### config.mk
export PLATFORM = sky130hd
export DESIGN_NAME = tpc_pwm
export DESIGN_NICKNAME = d
export VERILOG_FILES = /design/src/pkg/tpc_pkg.sv /design/src/tpc_pwm.sv
export SDC_FILE = /design/constraint.sdc
export NUM_CORES = 1
export LEC_CHECK = 0
export BUFFER_PORTS_ARGS = -buffer_cell sky130_fd_sc_hd__buf_2
export CAP_MARGIN = 10
export CORE_MARGIN = 2
export CORE_UTILIZATION = 40
export DETAILED_ROUTE_END_ITERATION = 8
export GPL_ROUTABILITY_DRIVEN = 0
export PLACE_DENSITY = 0.7
export SLEW_MARGIN = 40
export SYNTH_ARGS = -nofsm -noshare
export SYNTH_HDL_FRONTEND = slang
export SYNTH_SLANG_ARGS = --single-unit
export TNS_END_PERCENT = 100
### constraint.sdc
create_clock -name clk -period 6.2 [get_ports clk]
set_clock_uncertainty 0.15 [all_clocks]
set_input_delay 0.62 -clock clk [delete_from_list [all_inputs] [get_ports clk]]
set_output_delay 0.62 -clock clk [all_outputs]
set_load 0.01 [all_outputs]
### src/pkg/tpc_pkg.sv
// package: register map, field layout, reset values and states of the pwm block
package tpc_pkg;
  // ----------------------------------------------------------------
  // register byte offsets
  // ----------------------------------------------------------------
  localparam logic [7:0] TPC_OFF_CTRL = 8'h00;
  localparam logic [7:0] TPC_OFF_PERIOD = 8'h04;
  localparam logic [7:0] TPC_OFF_COMPARE = 8'h08;
  localparam logic [7:0] TPC_OFF_STATUS = 8'h0C;
  localparam logic [7:0] TPC_OFF_MASK = 8'h10;
  localparam logic [7:0] TPC_OFF_COUNT = 8'h14;
  // ----------------------------------------------------------------
  // control word fields
  // ----------------------------------------------------------------
  localparam int TPC_CTRL_EN = 0;
  localparam int TPC_CTRL_SINGLE = 1;
  localparam int TPC_CTRL_CMPBUF = 2;
  localparam int TPC_CTRL_DBEN = 3;
  localparam int TPC_CTRL_IRQSTYLE = 4;
  localparam int TPC_CTRL_PWM = 5;
  localparam int TPC_CTRL_TYPE_LSB = 8;
  localparam int TPC_CTRL_DB_LSB = 16;
  // ----------------------------------------------------------------
  // status and mask bits
  // ----------------------------------------------------------------
  localparam int TPC_ST_TC = 0;
  localparam int TPC_ST_CMP = 1;
  localparam int TPC_ST_TEN = 2;
  localparam int TPC_ST_TSTOP = 3;
  // ----------------------------------------------------------------
  // reset values and codes
  // ----------------------------------------------------------------
  localparam logic [31:0] TPC_RST_CTRL = 32'h0000_0000;
  localparam logic [15:0] TPC_RST_PERIOD = 16'hFFFF;
  localparam logic [15:0] TPC_RST_COMPARE = 16'h0000;
  localparam logic [3:0] TPC_RST_MASK = 4'h0;
  localparam logic [1:0] TPC_RESP_OKAY = 2'h0;
  localparam logic [1:0] TPC_RESP_SLVERR = 2'h2;
  localparam logic [2:0] TPC_CMP_EQ = 3'h0;
  localparam logic [2:0] TPC_CMP_LT = 3'h1;
  localparam logic [2:0] TPC_CMP_LE = 3'h2;
  localparam logic [2:0] TPC_CMP_GT = 3'h3;
  localparam logic [2:0] TPC_CMP_GE = 3'h4;
  typedef enum logic [1:0] {
    TPC_DB_IDLE = 2'h1,
    TPC_DB_WAIT = 2'h2
  } tpc_db_state_t;
endpackage

### src/tpc_pwm.sv
// pwm compare block: down counter, compare types, dead band, kill, status
`timescale 1ns/1ps
`default_nettype none
module tpc_pwm
  import tpc_pkg::*;
#(
  parameter int CNT_W = 16,
  parameter int DB_W = 8
) (
  // clock and reset
  input wire logic clk,
  input wire logic resetn,
  // axi4-lite write
  input wire logic [7:0] s_axi_awaddr,
  input wire logic s_axi_awvalid,
  output logic s_axi_awready,
  input wire logic [31:0] s_axi_wdata,
  input wire logic [3:0] s_axi_wstrb,
  input wire logic s_axi_wvalid,
  output logic s_axi_wready,
  output logic [1:0] s_axi_bresp,
  output logic s_axi_bvalid,
  input wire logic s_axi_bready,
  // axi4-lite read
  input wire logic [7:0] s_axi_araddr,
  input wire logic s_axi_arvalid,
  output logic s_axi_arready,
  output logic [31:0] s_axi_rdata,
  output logic [1:0] s_axi_rresp,
  output logic s_axi_rvalid,
  input wire logic s_axi_rready,
  // pins
  input wire logic kill,
  input wire logic sleep,
  output logic compare_out,
  output logic tc_out,
  output logic irq
);
  // ----------------------------------------------------------------
  // parameter check
  // ----------------------------------------------------------------
  if (CNT_W < 2 || CNT_W > 16 || DB_W < 1 || DB_W > 8) begin : g_chk
    $error("tpc_pwm: CNT_W must be 2..16 and DB_W 1..8");
  end

  // ----------------------------------------------------------------
  // registers
  // ----------------------------------------------------------------
  logic [31:0] ctrl_reg;
  logic [CNT_W-1:0] period_reg, compare_reg, cmp_act_reg, count_reg;
  logic [3:0] status_reg, mask_reg, status_next;
  logic aw_rdy_reg, b_vld_reg, ar_rdy_reg, r_vld_reg;
  logic [1:0] bresp_reg, rresp_reg;
  logic [31:0] rdata_reg;
  logic raw_reg, raw_seen_reg, tc_d_reg, en_d_reg, kill_d_reg;
  logic cmp_st_reg, cpl_st_reg, target_reg;
  logic cmp_out_reg, tc_out_reg, irq_reg;
  logic [DB_W-1:0] db_cnt_reg;
  tpc_db_state_t db_state;

  // ----------------------------------------------------------------
  // bus decode
  // ----------------------------------------------------------------
  wire wr_go = s_axi_awvalid & s_axi_wvalid & ~aw_rdy_reg & ~b_vld_reg;
  wire wr_hs = aw_rdy_reg & s_axi_awvalid & s_axi_wvalid;
  wire rd_hs = ar_rdy_reg & s_axi_arvalid;
  wire [31:0] wmask = {{8{s_axi_wstrb[3]}}, {8{s_axi_wstrb[2]}},
                       {8{s_axi_wstrb[1]}}, {8{s_axi_wstrb[0]}}};
  wire wr_ctrl = wr_hs & (s_axi_awaddr == TPC_OFF_CTRL);
  wire wr_per = wr_hs & (s_axi_awaddr == TPC_OFF_PERIOD);
  wire wr_cmp = wr_hs & (s_axi_awaddr == TPC_OFF_COMPARE);
  wire wr_st = wr_hs & (s_axi_awaddr == TPC_OFF_STATUS);
  wire wr_msk = wr_hs & (s_axi_awaddr == TPC_OFF_MASK);
  wire wr_ok = wr_ctrl | wr_per | wr_cmp | wr_st | wr_msk;
  wire [31:0] ctrl_w = (ctrl_reg & ~wmask) | (s_axi_wdata & wmask);
  wire [31:0] per_w = (32'(period_reg) & ~wmask) | (s_axi_wdata & wmask);
  wire [31:0] cmp_w = (32'(compare_reg) & ~wmask) | (s_axi_wdata & wmask);
  wire [3:0] st_clr = wr_st ? (s_axi_wdata[3:0] & wmask[3:0]) : 4'h0;
  wire rd_map = (s_axi_araddr == TPC_OFF_CTRL)
                | (s_axi_araddr == TPC_OFF_PERIOD)
                | (s_axi_araddr == TPC_OFF_COMPARE)
                | (s_axi_araddr == TPC_OFF_STATUS)
                | (s_axi_araddr == TPC_OFF_MASK)
                | (s_axi_araddr == TPC_OFF_COUNT);
  wire [31:0] rd_mux =
    (s_axi_araddr == TPC_OFF_CTRL) ? ctrl_reg :
    (s_axi_araddr == TPC_OFF_PERIOD) ? 32'(period_reg) :
    (s_axi_araddr == TPC_OFF_COMPARE) ? 32'(compare_reg) :
    (s_axi_araddr == TPC_OFF_STATUS) ? {28'h0000000, status_reg} :
    (s_axi_araddr == TPC_OFF_MASK) ? {28'h0000000, mask_reg} :
    (s_axi_araddr == TPC_OFF_COUNT) ? 32'(count_reg) : 32'h0000_0000;

  // ----------------------------------------------------------------
  // control fields
  // ----------------------------------------------------------------
  wire en = ctrl_reg[TPC_CTRL_EN];
  wire single_run = ctrl_reg[TPC_CTRL_SINGLE];
  wire compare_value_buffered = ctrl_reg[TPC_CTRL_CMPBUF];
  wire deadband_enable = ctrl_reg[TPC_CTRL_DBEN];
  wire irq_style = ctrl_reg[TPC_CTRL_IRQSTYLE];
  wire mode_pwm = ctrl_reg[TPC_CTRL_PWM];
  wire [2:0] compare_type_select = ctrl_reg[TPC_CTRL_TYPE_LSB +: 3];
  wire [DB_W-1:0] db_len = ctrl_reg[TPC_CTRL_DB_LSB +: DB_W];

  // ----------------------------------------------------------------
  // counter
  // ----------------------------------------------------------------
  // gated counting
  wire run = en & ~sleep;
  wire en_rise = en & ~en_d_reg;
  wire tc_evt = run & ~en_rise & (count_reg == '0);
  wire stop_evt = tc_evt & single_run;
  wire [CNT_W-1:0] cmp_use = compare_value_buffered ? cmp_act_reg
                                                    : compare_reg;
  wire c_eq = count_reg == cmp_use;
  wire c_lt = count_reg < cmp_use;
  wire c_gt = count_reg > cmp_use;
  wire [CNT_W-1:0] count_next =
    sleep ? '0 :
    en_rise ? period_reg :
    (tc_evt & ~single_run) ? period_reg :
    (run & ~tc_evt) ? count_reg - 1'b1 : count_reg;

  logic raw_next, cmp_evt;
  always_comb begin
    raw_next = raw_reg;
    cmp_evt = 1'b0;
    case (compare_type_select)
      TPC_CMP_EQ: begin
        raw_next = c_eq;
        cmp_evt = c_eq;
      end
      TPC_CMP_LT: begin
        raw_next = c_lt;
        cmp_evt = c_lt;
      end
      TPC_CMP_LE: begin
        raw_next = c_lt | c_eq;
        cmp_evt = c_eq;
      end
      TPC_CMP_GT: begin
        raw_next = c_gt;
        cmp_evt = tc_d_reg;
      end
      TPC_CMP_GE: begin
        raw_next = c_gt | c_eq;
        cmp_evt = tc_d_reg;
      end
      default: begin
        raw_next = 1'b0;
        cmp_evt = 1'b0;
      end
    endcase
    if (!run || !mode_pwm) begin
      // an equality pulse never outlives the run
      raw_next = raw_reg & (compare_type_select != TPC_CMP_EQ);
      cmp_evt = 1'b0;
    end
  end

  // ----------------------------------------------------------------
  // dead band and kill
  // ----------------------------------------------------------------
  wire db_on = mode_pwm & deadband_enable;
  wire force_low = mode_pwm & (kill | kill_d_reg);
  wire raw_chg = raw_reg != raw_seen_reg;
  wire db_idle = db_state == TPC_DB_IDLE;
  wire db_last = (db_state == TPC_DB_WAIT) & (db_cnt_reg == DB_W'(1));
  wire cmp_o_next = ~force_low & (db_on ? cmp_st_reg : raw_reg);
  wire tc_o_next = ~force_low & (db_on ? cpl_st_reg : tc_evt);

  // ----------------------------------------------------------------
  // status and interrupt
  // ----------------------------------------------------------------
  wire [3:0] evt = {stop_evt, en_rise, cmp_evt, tc_evt};
  assign status_next = (status_reg & ~st_clr) | evt;
  wire irq_next = irq_style ? |(status_next & mask_reg)
                            : |(evt & mask_reg);

  // ----------------------------------------------------------------
  // bus and register flops
  // ----------------------------------------------------------------
  always_ff @(posedge clk or negedge resetn) begin
    if (!resetn) begin
      aw_rdy_reg <= 1'b0;
      b_vld_reg <= 1'b0;
      bresp_reg <= TPC_RESP_OKAY;
      ar_rdy_reg <= 1'b0;
      r_vld_reg <= 1'b0;
      rresp_reg <= TPC_RESP_OKAY;
      rdata_reg <= 32'h0000_0000;
    end else begin
      aw_rdy_reg <= wr_go;
      if (wr_hs) begin
        b_vld_reg <= 1'b1;
        bresp_reg <= wr_ok ? TPC_RESP_OKAY : TPC_RESP_SLVERR;
      end else if (s_axi_bready) begin
        b_vld_reg <= 1'b0;
      end
      ar_rdy_reg <= s_axi_arvalid & ~ar_rdy_reg & ~r_vld_reg;
      if (rd_hs) begin
        r_vld_reg <= 1'b1;
        rdata_reg <= rd_mux;
        rresp_reg <= rd_map ? TPC_RESP_OKAY : TPC_RESP_SLVERR;
      end else if (s_axi_rready) begin
        r_vld_reg <= 1'b0;
      end
    end
  end

  always_ff @(posedge clk or negedge resetn) begin
    if (!resetn) begin
      ctrl_reg <= TPC_RST_CTRL;
      period_reg <= CNT_W'(TPC_RST_PERIOD);
      compare_reg <= CNT_W'(TPC_RST_COMPARE);
      mask_reg <= TPC_RST_MASK;
      status_reg <= 4'h0;
    end else begin
      // software write wins over the single-run clear of enable
      if (wr_ctrl) begin
        ctrl_reg <= ctrl_w;
      end else if (stop_evt) begin
        ctrl_reg[TPC_CTRL_EN] <= 1'b0;
      end
      if (wr_per) begin
        period_reg <= per_w[CNT_W-1:0];
      end
      if (wr_cmp) begin
        compare_reg <= cmp_w[CNT_W-1:0];
      end
      if (wr_msk) begin
        mask_reg <= s_axi_wdata[3:0];
      end
      status_reg <= status_next;
    end
  end

  // ----------------------------------------------------------------
  // counting and compare flops
  // ----------------------------------------------------------------
  always_ff @(posedge clk or negedge resetn) begin
    if (!resetn) begin
      count_reg <= '0;
      cmp_act_reg <= '0;
      raw_reg <= 1'b0;
      tc_d_reg <= 1'b0;
      en_d_reg <= 1'b0;
      kill_d_reg <= 1'b0;
    end else begin
      count_reg <= count_next;
      // take new value at period end
      if (tc_evt || en_rise) begin
        cmp_act_reg <= compare_reg;
      end
      raw_reg <= raw_next;
      tc_d_reg <= tc_evt & ~single_run;
      en_d_reg <= en;
      kill_d_reg <= kill;
    end
  end

  // dead band sequencer; a change seen while waiting is dropped, so
  // the output may stay at odds with the compare until it moves again
  always_ff @(posedge clk or negedge resetn) begin
    if (!resetn) begin
      db_state <= TPC_DB_IDLE;
      db_cnt_reg <= '0;
      raw_seen_reg <= 1'b0;
      target_reg <= 1'b0;
      cmp_st_reg <= 1'b0;
      cpl_st_reg <= 1'b0;
    end else begin
      raw_seen_reg <= raw_reg;
      case (db_state)
        TPC_DB_IDLE: begin
          if (raw_chg && !force_low) begin
            if (db_len == '0) begin
              cmp_st_reg <= raw_reg;
              cpl_st_reg <= ~raw_reg;
            end else begin
              cmp_st_reg <= 1'b0;
              cpl_st_reg <= 1'b0;
              target_reg <= raw_reg;
              db_cnt_reg <= db_len;
              db_state <= TPC_DB_WAIT;
            end
          end
        end
        TPC_DB_WAIT: begin
          db_cnt_reg <= db_cnt_reg - 1'b1;
          if (db_last) begin
            cmp_st_reg <= target_reg;
            cpl_st_reg <= ~target_reg;
            db_state <= TPC_DB_IDLE;
          end
        end
        default: begin
          db_state <= TPC_DB_IDLE;
        end
      endcase
    end
  end

  // ----------------------------------------------------------------
  // output flops
  // ----------------------------------------------------------------
  always_ff @(posedge clk or negedge resetn) begin
    if (!resetn) begin
      cmp_out_reg <= 1'b0;
      tc_out_reg <= 1'b0;
      irq_reg <= 1'b0;
    end else begin
      cmp_out_reg <= cmp_o_next;
      tc_out_reg <= tc_o_next;
      irq_reg <= irq_next;
    end
  end

  assign s_axi_awready = aw_rdy_reg;
  assign s_axi_wready = aw_rdy_reg;
  assign s_axi_bvalid = b_vld_reg;
  assign s_axi_bresp = bresp_reg;
  assign s_axi_arready = ar_rdy_reg;
  assign s_axi_rvalid = r_vld_reg;
  assign s_axi_rdata = rdata_reg;
  assign s_axi_rresp = rresp_reg;
  assign compare_out = cmp_out_reg;
  assign tc_out = tc_out_reg;
  assign irq = irq_reg;
endmodule // tpc_pwm
`default_nettype wire

[Yosys cells after proc, flatten, opt, wreduce, memory -nomap -nowiden]
Cells that the tools add are included.
Storage, ports and cells
  register bits after elaboration: 165
  output and inout bits: 44
  logic and storage cells: 185
Cells by class
  add/sub/neg operators: 2
  $lt $le $gt $ge: 2
  equality and inequality tests: 21
  mux-type cells: 42
  bitwise operators: 65
  reduce and logical (&&, ||, !) cells: 25
Operators by type and width (count)
  two-way mux 16 bit: 10
  bitwise AND 32 bit: 2
  bitwise AND 16 bit: 2
  == test 8 x 4 -> 1 bit (second input constant): 4
  two-way mux 32 bit: 1
  NOT 32 bit: 1
  bitwise OR 16 bit: 2
  bitwise OR 32 bit: 1
  bitwise AND 1 bit: 26
  == test 8 x 5 -> 1 bit (second input constant): 3
  logical NOT 8 bit: 3
  two-way mux 1 bit: 17
  bitwise AND 4 bit: 4
  == test 16 bit: 1
  == test 8 x 3 -> 1 bit (second input constant): 2
  greater-than comparator 16 bit: 1
  logical NOT 16 bit: 1
  < comparator 16 bit: 1
  two-way mux 8 bit: 2
  case mux 8 bit (2 select lines): 1
  subtractor 16 x 1 -> 16 bit (second input constant): 1
  NOT 1 bit: 13
  bitwise OR 1 bit: 12
  AND reduction 3 bit: 4
  27 further kinds: 42

[Depth between registers and ports, before layout]
Gate-level depths: netlist of the first run.
  depth in word-level cells: 11
  depth in mapped cells: 10

[Worst setup path before layout of the first run]
Ideal clock, no wire load.
  kind: register to register
  start: register (tool-made name)
  end: register raw_reg
  data arrival time: 2.704 ns
  setup slack: 3.188 ns
  stages on the path, launching flop included: 11
  path buffers: 2
  clock period less this slack: 3.012 ns
  cell sequence: dfrtp_1 -> clkbuf_1 -> clkbuf_1 -> mux2i_1 -> ha_1 -> nand4_1 -> nor4_1 -> mux2_2 -> nor2_1 -> a2111oi_0 -> a211oi_1
RTL lines
  to (signal assigned): RTL line tpc_pwm.sv:255  | raw_reg <= raw_next;
  to (decl): RTL line tpc_pwm.sv:55  | logic raw_reg, raw_seen_reg, tc_d_reg, en_d_reg, kill_d_reg;

[Final worst setup path of the first run]
  start: register count_reg[0]
  end: register count_reg[6]
Between the ends
  cells in the longest elaborated chain, start to end: 6
  elaborated cells on any way between the ends: 11
  those cells by class: add/sub: 1; mux: 4; bitwise: 4; reduce/logical: 2
Ends and longest elaborated chain
  from (decl): RTL line tpc_pwm.sv:50  | logic [CNT_W-1:0] period_reg, compare_reg, cmp_act_reg, count_reg;
  from (signal assigned): RTL line tpc_pwm.sv:250  | count_reg <= count_next;
  parallel branches: the longest is 6 deep, another holds subtractor 16 x 1 -> 16 bit
Parallel ways; which one is timed is not known. The select of a mux whose other input is x is not followed.
A chain may end at the register's enable or synchronous reset.

==> impl_summary.md, run 1 <==
Logic synthesis
The post-synthesis sequential element count is 163. The XOR/XNOR share of the synthesized area is less than 1%. The multiplexer fraction of the synthesized cell area is 14.3%. The synthesized netlist devotes between 10% and 20% of its cell area to compound gates. By area, the combinational part of the netlist is dominated by simple AND/OR/NAND/NOR gates. Of all flip-flops after synthesis, the portion carrying an async set or reset was 100%. Counting every instance in the synthesized netlist gives ~780. The synthesized design devotes to its leading area cell type 44.3% of total area. Of the total synthesized cell area, the portion taken by AND, OR, NAND and NOR gates is 16.4%. The synthesized design spends more area on one cell type than any other, namely dfrtp_1. The adder-cell area share of the yosys netlist is 3.19%. The number of warnings issued by yosys is 0.

The number of enable-type register cells in the synthesized netlist is 0. The area of the mapped netlist is 8240 µm². The primary flip-flop cell chosen by synthesis mapping is dfrtp_1. In the post-synthesis netlist, the biggest area contributors are dfrtp_1, mux2_2, dfstp_2. Of the synthesized area, sequential elements account for between 40 and 50%. The netlist uses 66 different library cells. Each instance of the synthesized netlist takes up on average approximately 11 µm².

Route
The count of unresolved DRC violations after routing is 0. The post-detailed-route count of antenna-violating nets is 0. In the final routed layout, each cell accounts on average for 18.5 µm. The number of DRC violations after detailed-routing iteration 0 is around 400. The final layout contains routed wiring with a total length of 21400 µm. The length of the first detailed-routing pass in iterations is 5. The vias per cell is 5.62. The total via count in the routed design is 6476.

Worst setup path
On the worst path, the slowest cell contributes a delay of 680 ps. The critical path is of the reg -> reg type. Among all stages on the critical path, the largest delay is contributed by o31ai_4.

The kind of launch point of the worst setup path is a flop. The number of buffers and inverters on the critical path is 1. For the worst setup path, the data required time is 6350 ps. The cell family contributing the most delay on the critical path is simple AND/OR/NAND/NOR gates. Traced cell by cell, the critical path runs through inv_1 -> ha_1 -> nor4b_4 -> nand3_2 -> o31ai_4 -> nor2_1 -> nor4b_1 -> a211o_1. The critical path data arrival time is 3310 ps. The setup slack of the most critical reg-to-reg path is slightly above 3000 ps. The kind of end point of the critical path is a flop.

The highest net fanout along the worst path is 17.

GRT
Global routing finished with a remaining overflow of 0. The number of global-route vias before repair is 6268. The number of antenna violations at the first check in global routing is 0. The pin count of the biggest net entering global routing is around 110. The global-route wire length before repair is 34200 µm. Global routing used roughly a fifth of the available tracks.

STA
After layout, the worst path uses around 50% of the clock period. The number of hold violations in the final report came to 0. The total negative slack is 0 ps.

Setup violations remaining at the end of the flow were counted as 0. Setup repair after global routing left no endpoint under its margin. Based on the critical path, the design can be clocked at up to about 0.32 GHz. For the pin with the worst max-slew slack, the measured transition is 779 ps. Headroom to the max-slew limit came out at 47.9%. The shortest period the worst path allows is 3150 ps. The total count of max-transition violations in the final report is 0.

Status
The flow ran to the end, and the final reports show no timing, DRC or antenna violations.

Clock network
TritonCTS built the clock tree. The clock transition time at the flip-flop clock pins of the worst setup and hold paths is 70 ps. The largest buffer count on any clock path is 2. Once the clock tree was built, the setup fixing pass inserted 0 buffers. The hold buffer count at cts is 0.

The total clock sinks is approximately 160. The maximum level of the CTS H-tree is 4. The later pin in the worst-skew pair is clocked with a latency of 430 ps. The post-cts sizing count is 0.

The number of buffers created by CTS is 17. The tree is rooted in a clkbuf_16.

Finish
After the last flow step, the layout net total stands at 951. The area growth from synthesis to layout is 17.3%. After filler insertion, the fill cell instance count of the layout stands at 1858. The number of antenna diodes in the final layout is 0. Summing all multi-input logic gate instances after layout gives 3940 µm². Across the whole layout, storage elements account for 4100 µm². In the final layout, the share of cells above drive strength 1 is a little over a quarter.

Pwr
The clock network is responsible for 46.5% of the overall power. Of the total power, combinational logic draws 7.2%. Net switching is 23.2% of the power. The share of total power in sequential cells is 46.3%.

VDD sags by at most 0.173 mV. In this run the power density over the cells is 250 nW/µm². In this run the static leakage power is 4.69 nW. Cell internal power was estimated by the tool at 1.86 mW. The switching component of the power is between 500 and 600 µW. Overall power consumption after layout is estimated at 2.42 mW.

Floorplanning
From left edge to right edge, the die measures about 150 µm. The area of the placeable core is 20200 µm². In this run the vertical extent of the chip is 148 µm. The die area is 21800 µm². The floorplan has 52 rows. Pin placement for this block handled 105 I/O pins. The effective utilization at floorplan is 40.7%.

Worst hold path
The kind of path behind the tightest hold check is in -> reg.

Flow run
The max-cap violation count is 0.

Placement
Detailed placement ended at an HPWL of approximately 15000 µm. The number of port buffers is 102.
## path summary, 6_finish.rpt
path,from,cells after the start,endpoint
max,count_reg[0]$_DFFE_PN0P_,8,count_reg[6]$_DFFE_PN0P_
min,kill,1,kill_d_reg$_DFF_PN0_
max reg2reg,count_reg[0]$_DFFE_PN0P_,8,count_reg[6]$_DFFE_PN0P_
min reg2reg,s_axi_bvalid$_DFFE_PN0P_,1,s_axi_awready$_DFF_PN0_
max in group asynchronous,resetn,3,async pin
min in group asynchronous,resetn,2,db_cnt_reg[2]$_DFFE_PN0P_
## cells by family (layout without fill, tap and decap cells)
group                      count (synthesis)  count (layout)
buffers and inverters                     52             158
and+or+nand+nor                          256             256
AOI/OAI and AO/OA                        172             172
DFF                                      163             163
other                                      1               2
xor gates and xnor gates                   3               3
adders and majority gates                 21              21
muxes                                    107             107
## metal layers
| metal | global-route usage, % | vias to the layer above | wire length (µm) |
|---|---|---|---|
| li1 | - | 3040 | - |
| met1 | 27.7 | 3167 | 9510 |
| met2 | 31.9 | 239 | 10100 |
| met3 | 3.83 | 30 | 1400 |
| met4 | 7.40 | 0 | 383 |
| met5 | 0 | - | 0 |
## power by group through the flow
stage | combinational (mW) | clock, mW | sequential [mW]
after floorplan | 0.0577 | 0 | 1.15
after global placement | 0.171 | 0 | 1.14
after detailed placement | 0.172 | 0 | 1.14
after CTS | 0.174 | 1.14 | 1.12
after global routing | 0.192 | 1.18 | 1.12
final | 0.174 | 1.13 | 1.12
## cells in the mapped netlist (all sizes together) (7+ instances only)
master / instances
inv: 15
mux2: 87
nand3: 29
nand2: 81
nor3: 24
clkbuf: 24
a31oi: 19
or3: 7
dfrtp: 146
a21oi: 52
a22oi: 30
nor2: 54
dfstp: 17
mux2i: 20
nor4: 8
nand4: 11
ha: 21
o21ai: 32
buf: 13
## cell type report
| class | instances | area share [%] |
|---|---|---|
| clock buffers | 23 | 4.84 |
| flip-flops and latches | 163 | 42.4 |
| multi-input cells | 561 | 40.7 |
| well taps | 270 | 3.50 |
| clock inverters | 9 | 1.57 |
| repair buffers | 111 | 6.36 |
| inverters | 15 | 0.583 |
## cells in the final DEF, fill, tap and decap left out, types with 5 or more instances in the layout
cell       synthesis  layout
nor3_1            22      22
nand4_1           11      11
dfrtp_1          146     145
a21oi_1           52      52
or3_1              7       7
a31oi_1           19      19
nor2_1            54      54
buf_2              5     101
mux2_1            32      32
ha_1              21      21
buf_4              5       6
nand2_1           76      75
clkbuf_16          0      17
nor4_1             7       6
mux2i_1           20      20
inv_1             15      15
a21o_1             6       6
nand3_1           28      28
dfstp_2           17      17
mux2_2            55      55
and3_1             5       5
o21ai_0           31      31
a22oi_1           30      30
nor2b_1            6       6
## metrics by stage
stage,util [%],cells,area (µm²),setup slack [ps],hold WS (ps)
2_1_floorplan,-,776,8240,3190,174
3_3_place_gp,44.5,1118,8990,3120,294
3_5_place_dp,44.5,1118,9000,3060,295
4_1_cts,47.5,1150,9620,2960,115
5_1_grt,47.8,1152,9660,2830,183
6_report,47.8,1152,9660,3050,185
(Power assumes the default switching activity.)
==> run 2: changes to the inputs <==
==> constraint.sdc (replaced) <==
create_clock -name clk -period 3.25 [get_ports clk]
set_clock_uncertainty 0.15 [all_clocks]
set_input_delay 0.325 -clock clk [delete_from_list [all_inputs] [get_ports clk]]
set_output_delay 0.325 -clock clk [all_outputs]
set_load 0.01 [all_outputs]
==> run 2 against run 1 <==
Flip-flop and latch count unchanged. Non-clock buffer count up 41. Register-to-register slack worse by 2700 ps. Global-route usage up 1.0 points. Maximum frequency up 7.1%. Die area unchanged. Final cell count up 3.6%. Highest routed layer unchanged. First-iteration DRC count up 8.0%.
==> impl_summary.md, run 2 (synthesized netlist as in run 1, its figures left out) <==
Route
The total via count in the routed design is 6608 (was 6476). The length of the first detailed-routing pass in iterations came to 5 (unchanged). The routed wirelength normalized by instance count was 18.7 µm (was 18.5 µm). The routed wire length was 22300 µm (was 21400 µm). The number of DRC violations after detailed-routing iteration 0 is 433 (was 401).

The count of unresolved DRC violations after routing is 0 (unchanged). The vias per cell was 5.54 (was 5.62). The post-detailed-route count of antenna-violating nets is 0 (unchanged).

GRT
The pin count of the biggest net entering global routing is 66 (was 105). The global-route congestion overflow total is 0 (unchanged). The total routing usage reported by global routing is 21.2% (was 20.1%). The global-route wire length before repair is 36100 µm (was 34200 µm).

The number of antenna violations at the first check in global routing is 0 (unchanged). The number of global-route vias before repair was 6694 (was 6268).

Placement
The number of port buffers is 102 (unchanged). The half-perimeter wire length after placement came to 15300 µm (was 14900 µm). The number of placed instances, taps included is 1129 (was 1118). The worst-case setup slack after placement is 234 ps (was 3060 ps).

STA
The number of endpoints failing setup at the final stage was 0 (unchanged). The worst hold margin is 13.4 ps (was 185 ps). Setup repair after global routing missed its margin: no (unchanged). The actual transition at the worst max-transition pin is 690 ps (was 779 ps). The shortest period the worst path allows is 2940 ps (was 3150 ps). The number of hold violations in the final report came to 0 (unchanged). The tightest slew margin relative to the limit is 53.9% (was 47.9%). The total negative slack is 0 ps (unchanged). The final worst-path setup slack is 306 ps (was 3050 ps). The share of the clock period used by the worst path is 90.6% (was 50.9%). The peak clock frequency supported by timing is 0.340 GHz (was 0.317 GHz). The total count of max-transition violations in the final report is 0 (unchanged).

Finish
The area added between synthesis and finish is 21.1% (was 17.3%). The count of filler cells inserted in the layout is 1834 (was 1858). The most common library cell in the layout ignoring fill and taps is dfrtp_1 (unchanged). The net count reported at finish is 992 (was 951). The diode insertion count for antenna repair is 0 (unchanged). Leading cell types in the layout, fill and taps excluded: dfrtp_1, buf_2, nand2_1 (unchanged). The share of cells above drive strength 1 was 26.4% (about the same). The area of combinational cells with multiple inputs is 3930 µm² (was 3940 µm²). The final standard cell count with taps included and fillers excluded came to 1193 (was 1152).

The sequential cell area in the final layout is 4100 µm² (about the same).

Worst setup path
The cell family contributing the most delay on the critical path is compound AO/OA/AOI/OAI gates (was simple AND/OR/NAND/NOR gates). The worst setup path category is reg -> reg (unchanged). The worst reg-to-reg path cell count is 9 (was 8). The setup slack of the most critical reg-to-reg path is 310 ps (was 3050 ps).

The master of the slowest instance on the critical path is a2111oi_1 (was o31ai_4). The critical path data arrival time is 3140 ps (was 3310 ps). The kind of launch point of the worst setup path is a flop (unchanged). The number of buffer and inverter stages on the critical path is 1 (unchanged).

The highest net fanout along the worst path came to 15 (was 17). Critical-path cell list: buf_4 -> mux2i_1 -> ha_1 -> a21o_1 -> nand3_1 -> a211oi_1 -> a2111oi_1 -> a31oi_1 -> o211ai_1 (was inv_1 -> ha_1 -> nor4b_4 -> nand3_2 -> o31ai_4 -> nor2_1 -> nor4b_1 -> a211o_1). The kind of end point of the critical path is a flop (unchanged).

The biggest cell delay along the critical path is 660 ps (was 680 ps). The data required time of the worst path is 3440 ps (was 6350 ps). The capturing point of the worst reg2reg path is irq$_DFF_PN0_ (was count_reg[6]$_DFFE_PN0P_).

Pwr
The peak ir drop on the vdd network came to 0.280 mV (was 0.173 mV). The power density relative to cell area is 448 nW/µm² (was 250 nW/µm²). The post-route total power is 4.47 mW (was 2.42 mW). The total leakage power was 4.84 nW (was 4.69 nW).

Floorplanning
The width of the chip came to 148 µm (unchanged). The placement row count came to 52 (unchanged). The area of the placeable core is 20200 µm² (unchanged). The count of pins on the block boundary is 105 (unchanged). The die area is 21800 µm² (unchanged).

The effective utilization at floorplan is 40.7% (unchanged). The vertical extent of the die is 148 µm (unchanged).

Clock network
The total clock sinks is 163 (unchanged). The cell at the root of the clock tree is clkbuf_16 (unchanged). The clock transition time at the flip-flop clock pins of the worst setup and hold paths is 70 ps (about the same). The CTS tree is built (unchanged). The largest buffer count on any clock path is 2 (unchanged). The post-cts sizing count was 0 (unchanged). The number of buffers created by CTS is 17 (unchanged).

The insertion delay to the later sink of the worst-skew pair came to 430 ps (about the same). The maximum level of the CTS H-tree is 4 (unchanged).

Worst hold path
The startpoint of the tightest hold check path is s_axi_wdata[10] (was kill). The kind of path behind the tightest hold check is in -> reg (unchanged). The worst hold path stage count is 2 (was 1).

Status
Status: complete, no violations (unchanged).

Flow run
The max-cap violation count was 0 (unchanged).
-- run 2: cell count changes in the layout (fill, tap and decap cells not counted), sizes merged --
cell | before | now
inv | 16 | 21
clkbuf | 23 | 19
bufinv | 4 | 1
buf | 110 | 120
dlygate4sd3 | 1 | 32
clkinv | 3 | 5
-- run 2: metal layers --
metal  vias to the layer above  track usage [%]  wire length [µm]
met3                        28             4.01              1190
met1                      3259             28.4             10000
met5                         -                0                 0
li1                       3105                -                 -
met2                       216             35.0             10800
met4                         0             6.15               338
-- run 2: stage by stage --
| stage | cell area (µm²) | utilization (%) |
|---|---|---|
| 2_1_floorplan | 8240 | - |
| 3_3_place_gp | 9090 | 44.9 |
| 3_5_place_dp | 9090 | 44.9 |
| 4_1_cts | 9980 | 49.3 |
| 5_1_grt | 9980 | 49.3 |
| 6_report | 9980 | 49.3 |
-- run 2: report_power, final --
group | switching [mW] | internal [mW] | total (mW) | leakage [nW]
clock network | 0.877 | 1.09 | 1.97 | 0.281
registers | 0.0437 | 2.09 | 2.14 | 2.17
logic | 0.211 | 0.149 | 0.360 | 2.40
total | 1.13 | 3.33 | 4.47 | 4.84
-- run 2: what timing repair did --
item | CTS | global route
hold buffers | 32 | 0
setup buffers | 0 | 0
hold endpoints to repair | 92 | 0
-- run 2: worst max-delay path by stage --
stage / endpoint / slack [ps] / cells after the start
floorplan: raw_reg$_DFF_PN0_ / 240 / 10
global placement: irq$_DFF_PN0_ / 340 / 9
detailed placement: irq$_DFF_PN0_ / 230 / 9
CTS: irq$_DFF_PN0_ / 200 / 9
global route: raw_reg$_DFF_PN0_ / 100 / 9
finish: irq$_DFF_PN0_ / 310 / 9
-- run 2: area by class of cell --
cell class / count / area share (%)
Clock inverter: 13 / 1.25
Tap cell: 270 / 3.39
Clock buffer: 19 / 4.44
Multi-Input combinational cell: 561 / 39.4
Sequential cell: 163 / 41.1
Timing Repair Buffer: 152 / 9.87
Inverter: 15 / 0.564
-- run 2: worst register-to-register path, cell delays in order, from the launching register on --
cell and delay, ps:
dfrtp_1 430, buf_4 300, mux2i_1 230, ha_1 270
a21o_1 180, nand3_1 80, a211oi_1 70, a2111oi_1 660
a31oi_1 270, o211ai_1 220
==> run 3: changes to the inputs <==
--- a/config.mk
+++ b/config.mk
@@ -9,6 +9,8 @@
 export CAP_MARGIN = 10
 export CORE_MARGIN = 2
 export CORE_UTILIZATION = 40
+export CTS_BUF_LIST = sky130_fd_sc_hd__clkbuf_8
+export CTS_CLUSTER_SIZE = 24
 export DETAILED_ROUTE_END_ITERATION = 8
 export GPL_ROUTABILITY_DRIVEN = 0
 export PLACE_DENSITY = 0.7
==> run 3 against run 2 <==
Maximum frequency is essentially flat. Via count grew 0.68%. First-iteration DRC count shrank 28%. Design area shrank 1.4%. Sequential power is essentially flat. Setup slack lost 2.0 ps. Worst hold slack gained 50 ps. Critical path depth is the same. Highest routed layer unchanged. Largest cell class unchanged. Combinational power grew 1%. Flip-flop and latch count is the same. Die area is the same. Count of clock-buffer cells in the layout shrank 1.
==> impl_summary.md, run 3 (synthesized netlist as in run 1, its figures left out) <==
STA
The final worst-path setup slack is 304 ps (was 306 ps). The shortest period the worst path allows was 2950 ps (was 2940 ps). The actual transition at the worst max-transition pin is 691 ps (was 690 ps). The tightest slew margin relative to the limit is 53.8% (was 53.9%). The total negative slack is 0 ps (unchanged).

Setup repair after global routing missed its margin: no (unchanged). The number of endpoints failing setup at the final stage is 0 (unchanged). The share of the clock period used by the worst path is 90.7% (was 90.6%). The peak clock frequency supported by timing was 0.339 GHz (was 0.340 GHz). The total count of max-transition violations in the final report is 0 (unchanged).

The number of hold violations in the final report is 0 (unchanged).

Floorplanning
The area of the placeable core came to 20200 µm² (unchanged). The vertical extent of the die is 148 µm (unchanged). The width of the chip is 148 µm (unchanged). The count of pins on the block boundary is 105 (unchanged). The effective utilization at floorplan is 40.7% (unchanged). The placement row count is 52 (unchanged). The die area came to 21800 µm² (unchanged).

Worst setup path
The critical path data arrival time is 3180 ps (was 3140 ps). The worst reg-to-reg path cell count was 9 (unchanged). The worst setup path category was reg -> reg (unchanged). The setup slack of the most critical reg-to-reg path was 300 ps (was 310 ps). The data required time of the worst path is 3480 ps (was 3440 ps). The highest net fanout along the worst path was 15 (unchanged). The kind of end point of the critical path is a flop (unchanged).

The capturing point of the worst reg2reg path is irq$_DFF_PN0_ (unchanged). The kind of launch point of the worst setup path is a flop (unchanged).

Route
The routed wirelength normalized by instance count came to 18.2 µm (was 18.7 µm). The vias per cell is 5.55 (was 5.54). The total via count in the routed design is 6653 (was 6608). The routed wire length was 21800 µm (was 22300 µm).

The post-detailed-route count of antenna-violating nets was 0 (unchanged). The length of the first detailed-routing pass in iterations was 5 (unchanged). The number of DRC violations after detailed-routing iteration 0 is 311 (was 433).

The count of unresolved DRC violations after routing is 0 (unchanged).

GRT
The number of global-route vias before repair is 6685 (was 6694). The global-route congestion overflow total was 0 (unchanged). The number of antenna violations at the first check in global routing is 0 (unchanged). The pin count of the biggest net entering global routing came to 66 (unchanged). The global-route wire length before repair was 35600 µm (was 36100 µm). The total routing usage reported by global routing is 20.9% (was 21.2%).

Worst hold path
The path with the worst hold slack has its endpoint at mask_reg[0]$_DFFE_PN0P_. The worst hold path stage count was 2 (unchanged). The kind of path behind the tightest hold check is in -> reg (unchanged).

The startpoint of the tightest hold check path was s_axi_wdata[0] (was s_axi_wdata[10]).

Finish
The net count reported at finish is 997 (was 992). The post-route cell area is 9840 µm² (was 9980 µm²). The post-layout utilization of the core came to 48.6% (was 49.3%).

The share of cells above drive strength 1 was 26.3% (was 26.4%). The area added between synthesis and finish is 19.4% (was 21.1%). Leading cell types in the layout, fill and taps excluded: dfrtp_1, buf_2, nand2_1 (unchanged). The count of filler cells inserted in the layout is 1850 (was 1834).

The diode insertion count for antenna repair is 0 (unchanged). The most common library cell in the layout ignoring fill and taps is dfrtp_1 (unchanged).

Clock network
The maximum level of the CTS H-tree is 4 (unchanged). The post-CTS setup-driven buffer insertion count was 0 (unchanged). The total clock sinks was 163 (unchanged). The CTS tree is built (unchanged). The cell at the root of the clock tree was clkbuf_8 (was clkbuf_16). The insertion delay to the later sink of the worst-skew pair is 470 ps (was 430 ps). The number of buffers created by CTS came to 17 (unchanged). The largest buffer count on any clock path is 2 (unchanged).

The clock transition time at the flip-flop clock pins of the worst setup and hold paths is 90 ps (was 70 ps).

Flow run
The max-cap violation count is 0 (unchanged).

Pwr
The power density relative to cell area came to 402 nW/µm² (was 448 nW/µm²). The peak ir drop on the vdd network is 0.270 mV (was 0.280 mV). The total leakage power is 4.78 nW (was 4.84 nW).

Placement
The worst-case setup slack after placement is 234 ps (unchanged). The number of port buffers came to 102 (unchanged). The placement-stage cell area is 9090 µm² (unchanged).

The half-perimeter wire length after placement is 15300 µm (unchanged).

Status
Status: complete, no violations (unchanged).
run 3: cell count changes in the layout (fill, tap and decap cells not counted), sizes merged:
cell / delta
inv: +1
dlygate4sd3: +5
clkbuf: -1
run 3: layout make-up:
cell class                 instances  area (µm²)  area share (%)
sequential                       163        4100            41.7
multi-input combinational        561        3930            40.0
timing repair buffer             157        1030            10.5
tap                              270         338            3.43
clock buffer                      18         248            2.52
clock inverter                    14         129            1.31
inverter                          15        56.3           0.572
run 3: how the worst max path moves through the flow:
stage	end	slack [ps]	cells past startpoint
floorplan	raw_reg$_DFF_PN0_	240	10
global placement	irq$_DFF_PN0_	340	9
detailed placement	irq$_DFF_PN0_	230	9
CTS	irq$_DFF_PN0_	200	9
global route	raw_reg$_DFF_PN0_	110	9
finish	irq$_DFF_PN0_	300	9
run 3: layer usage:
layer	track usage, %	vias up	part of all wire [%]
met5	0	-	0
li1	-	3126	-
met3	3.46	47	5.4
met1	28.1	3253	45
met4	8.32	0	2.8
met2	34.0	227	47
run 3: where the power goes:
part / internal [mW] / leakage (nW) / total (mW) / switching [mW]
clock network: 0.638 / 0.198 / 1.45 / 0.815
registers: 2.09 / 2.17 / 2.14 / 0.0442
logic: 0.153 / 2.42 / 0.364 / 0.211
run 3: repair_timing:
item / in CTS / in global routing
gates resized for setup: 0 / 0
hold endpoints to repair: 115 / 0
hold buffers: 37 / 0
run 3: stage by stage:
step | power [mW] | instances | hold WS (ps)
detailed placement | 2.51 | 1129 | 214
floorplan | 2.31 | 776 | -121
global placement | 2.50 | 1129 | 211
finish | 3.95 | 1198 | 63.4
CTS | 4.00 | 1198 | 32.7
global route | 4.14 | 1198 | 43.0
run 3: worst max-delay path, cell delays in order, from the launching register on:
cell	delay (ps)
dfrtp_1	430
buf_4	300
mux2i_1	230
ha_1	270
a21o_1	180
nand3_1	80
a211oi_1	70
a2111oi_1	660
a31oi_1	270
o211ai_1	220
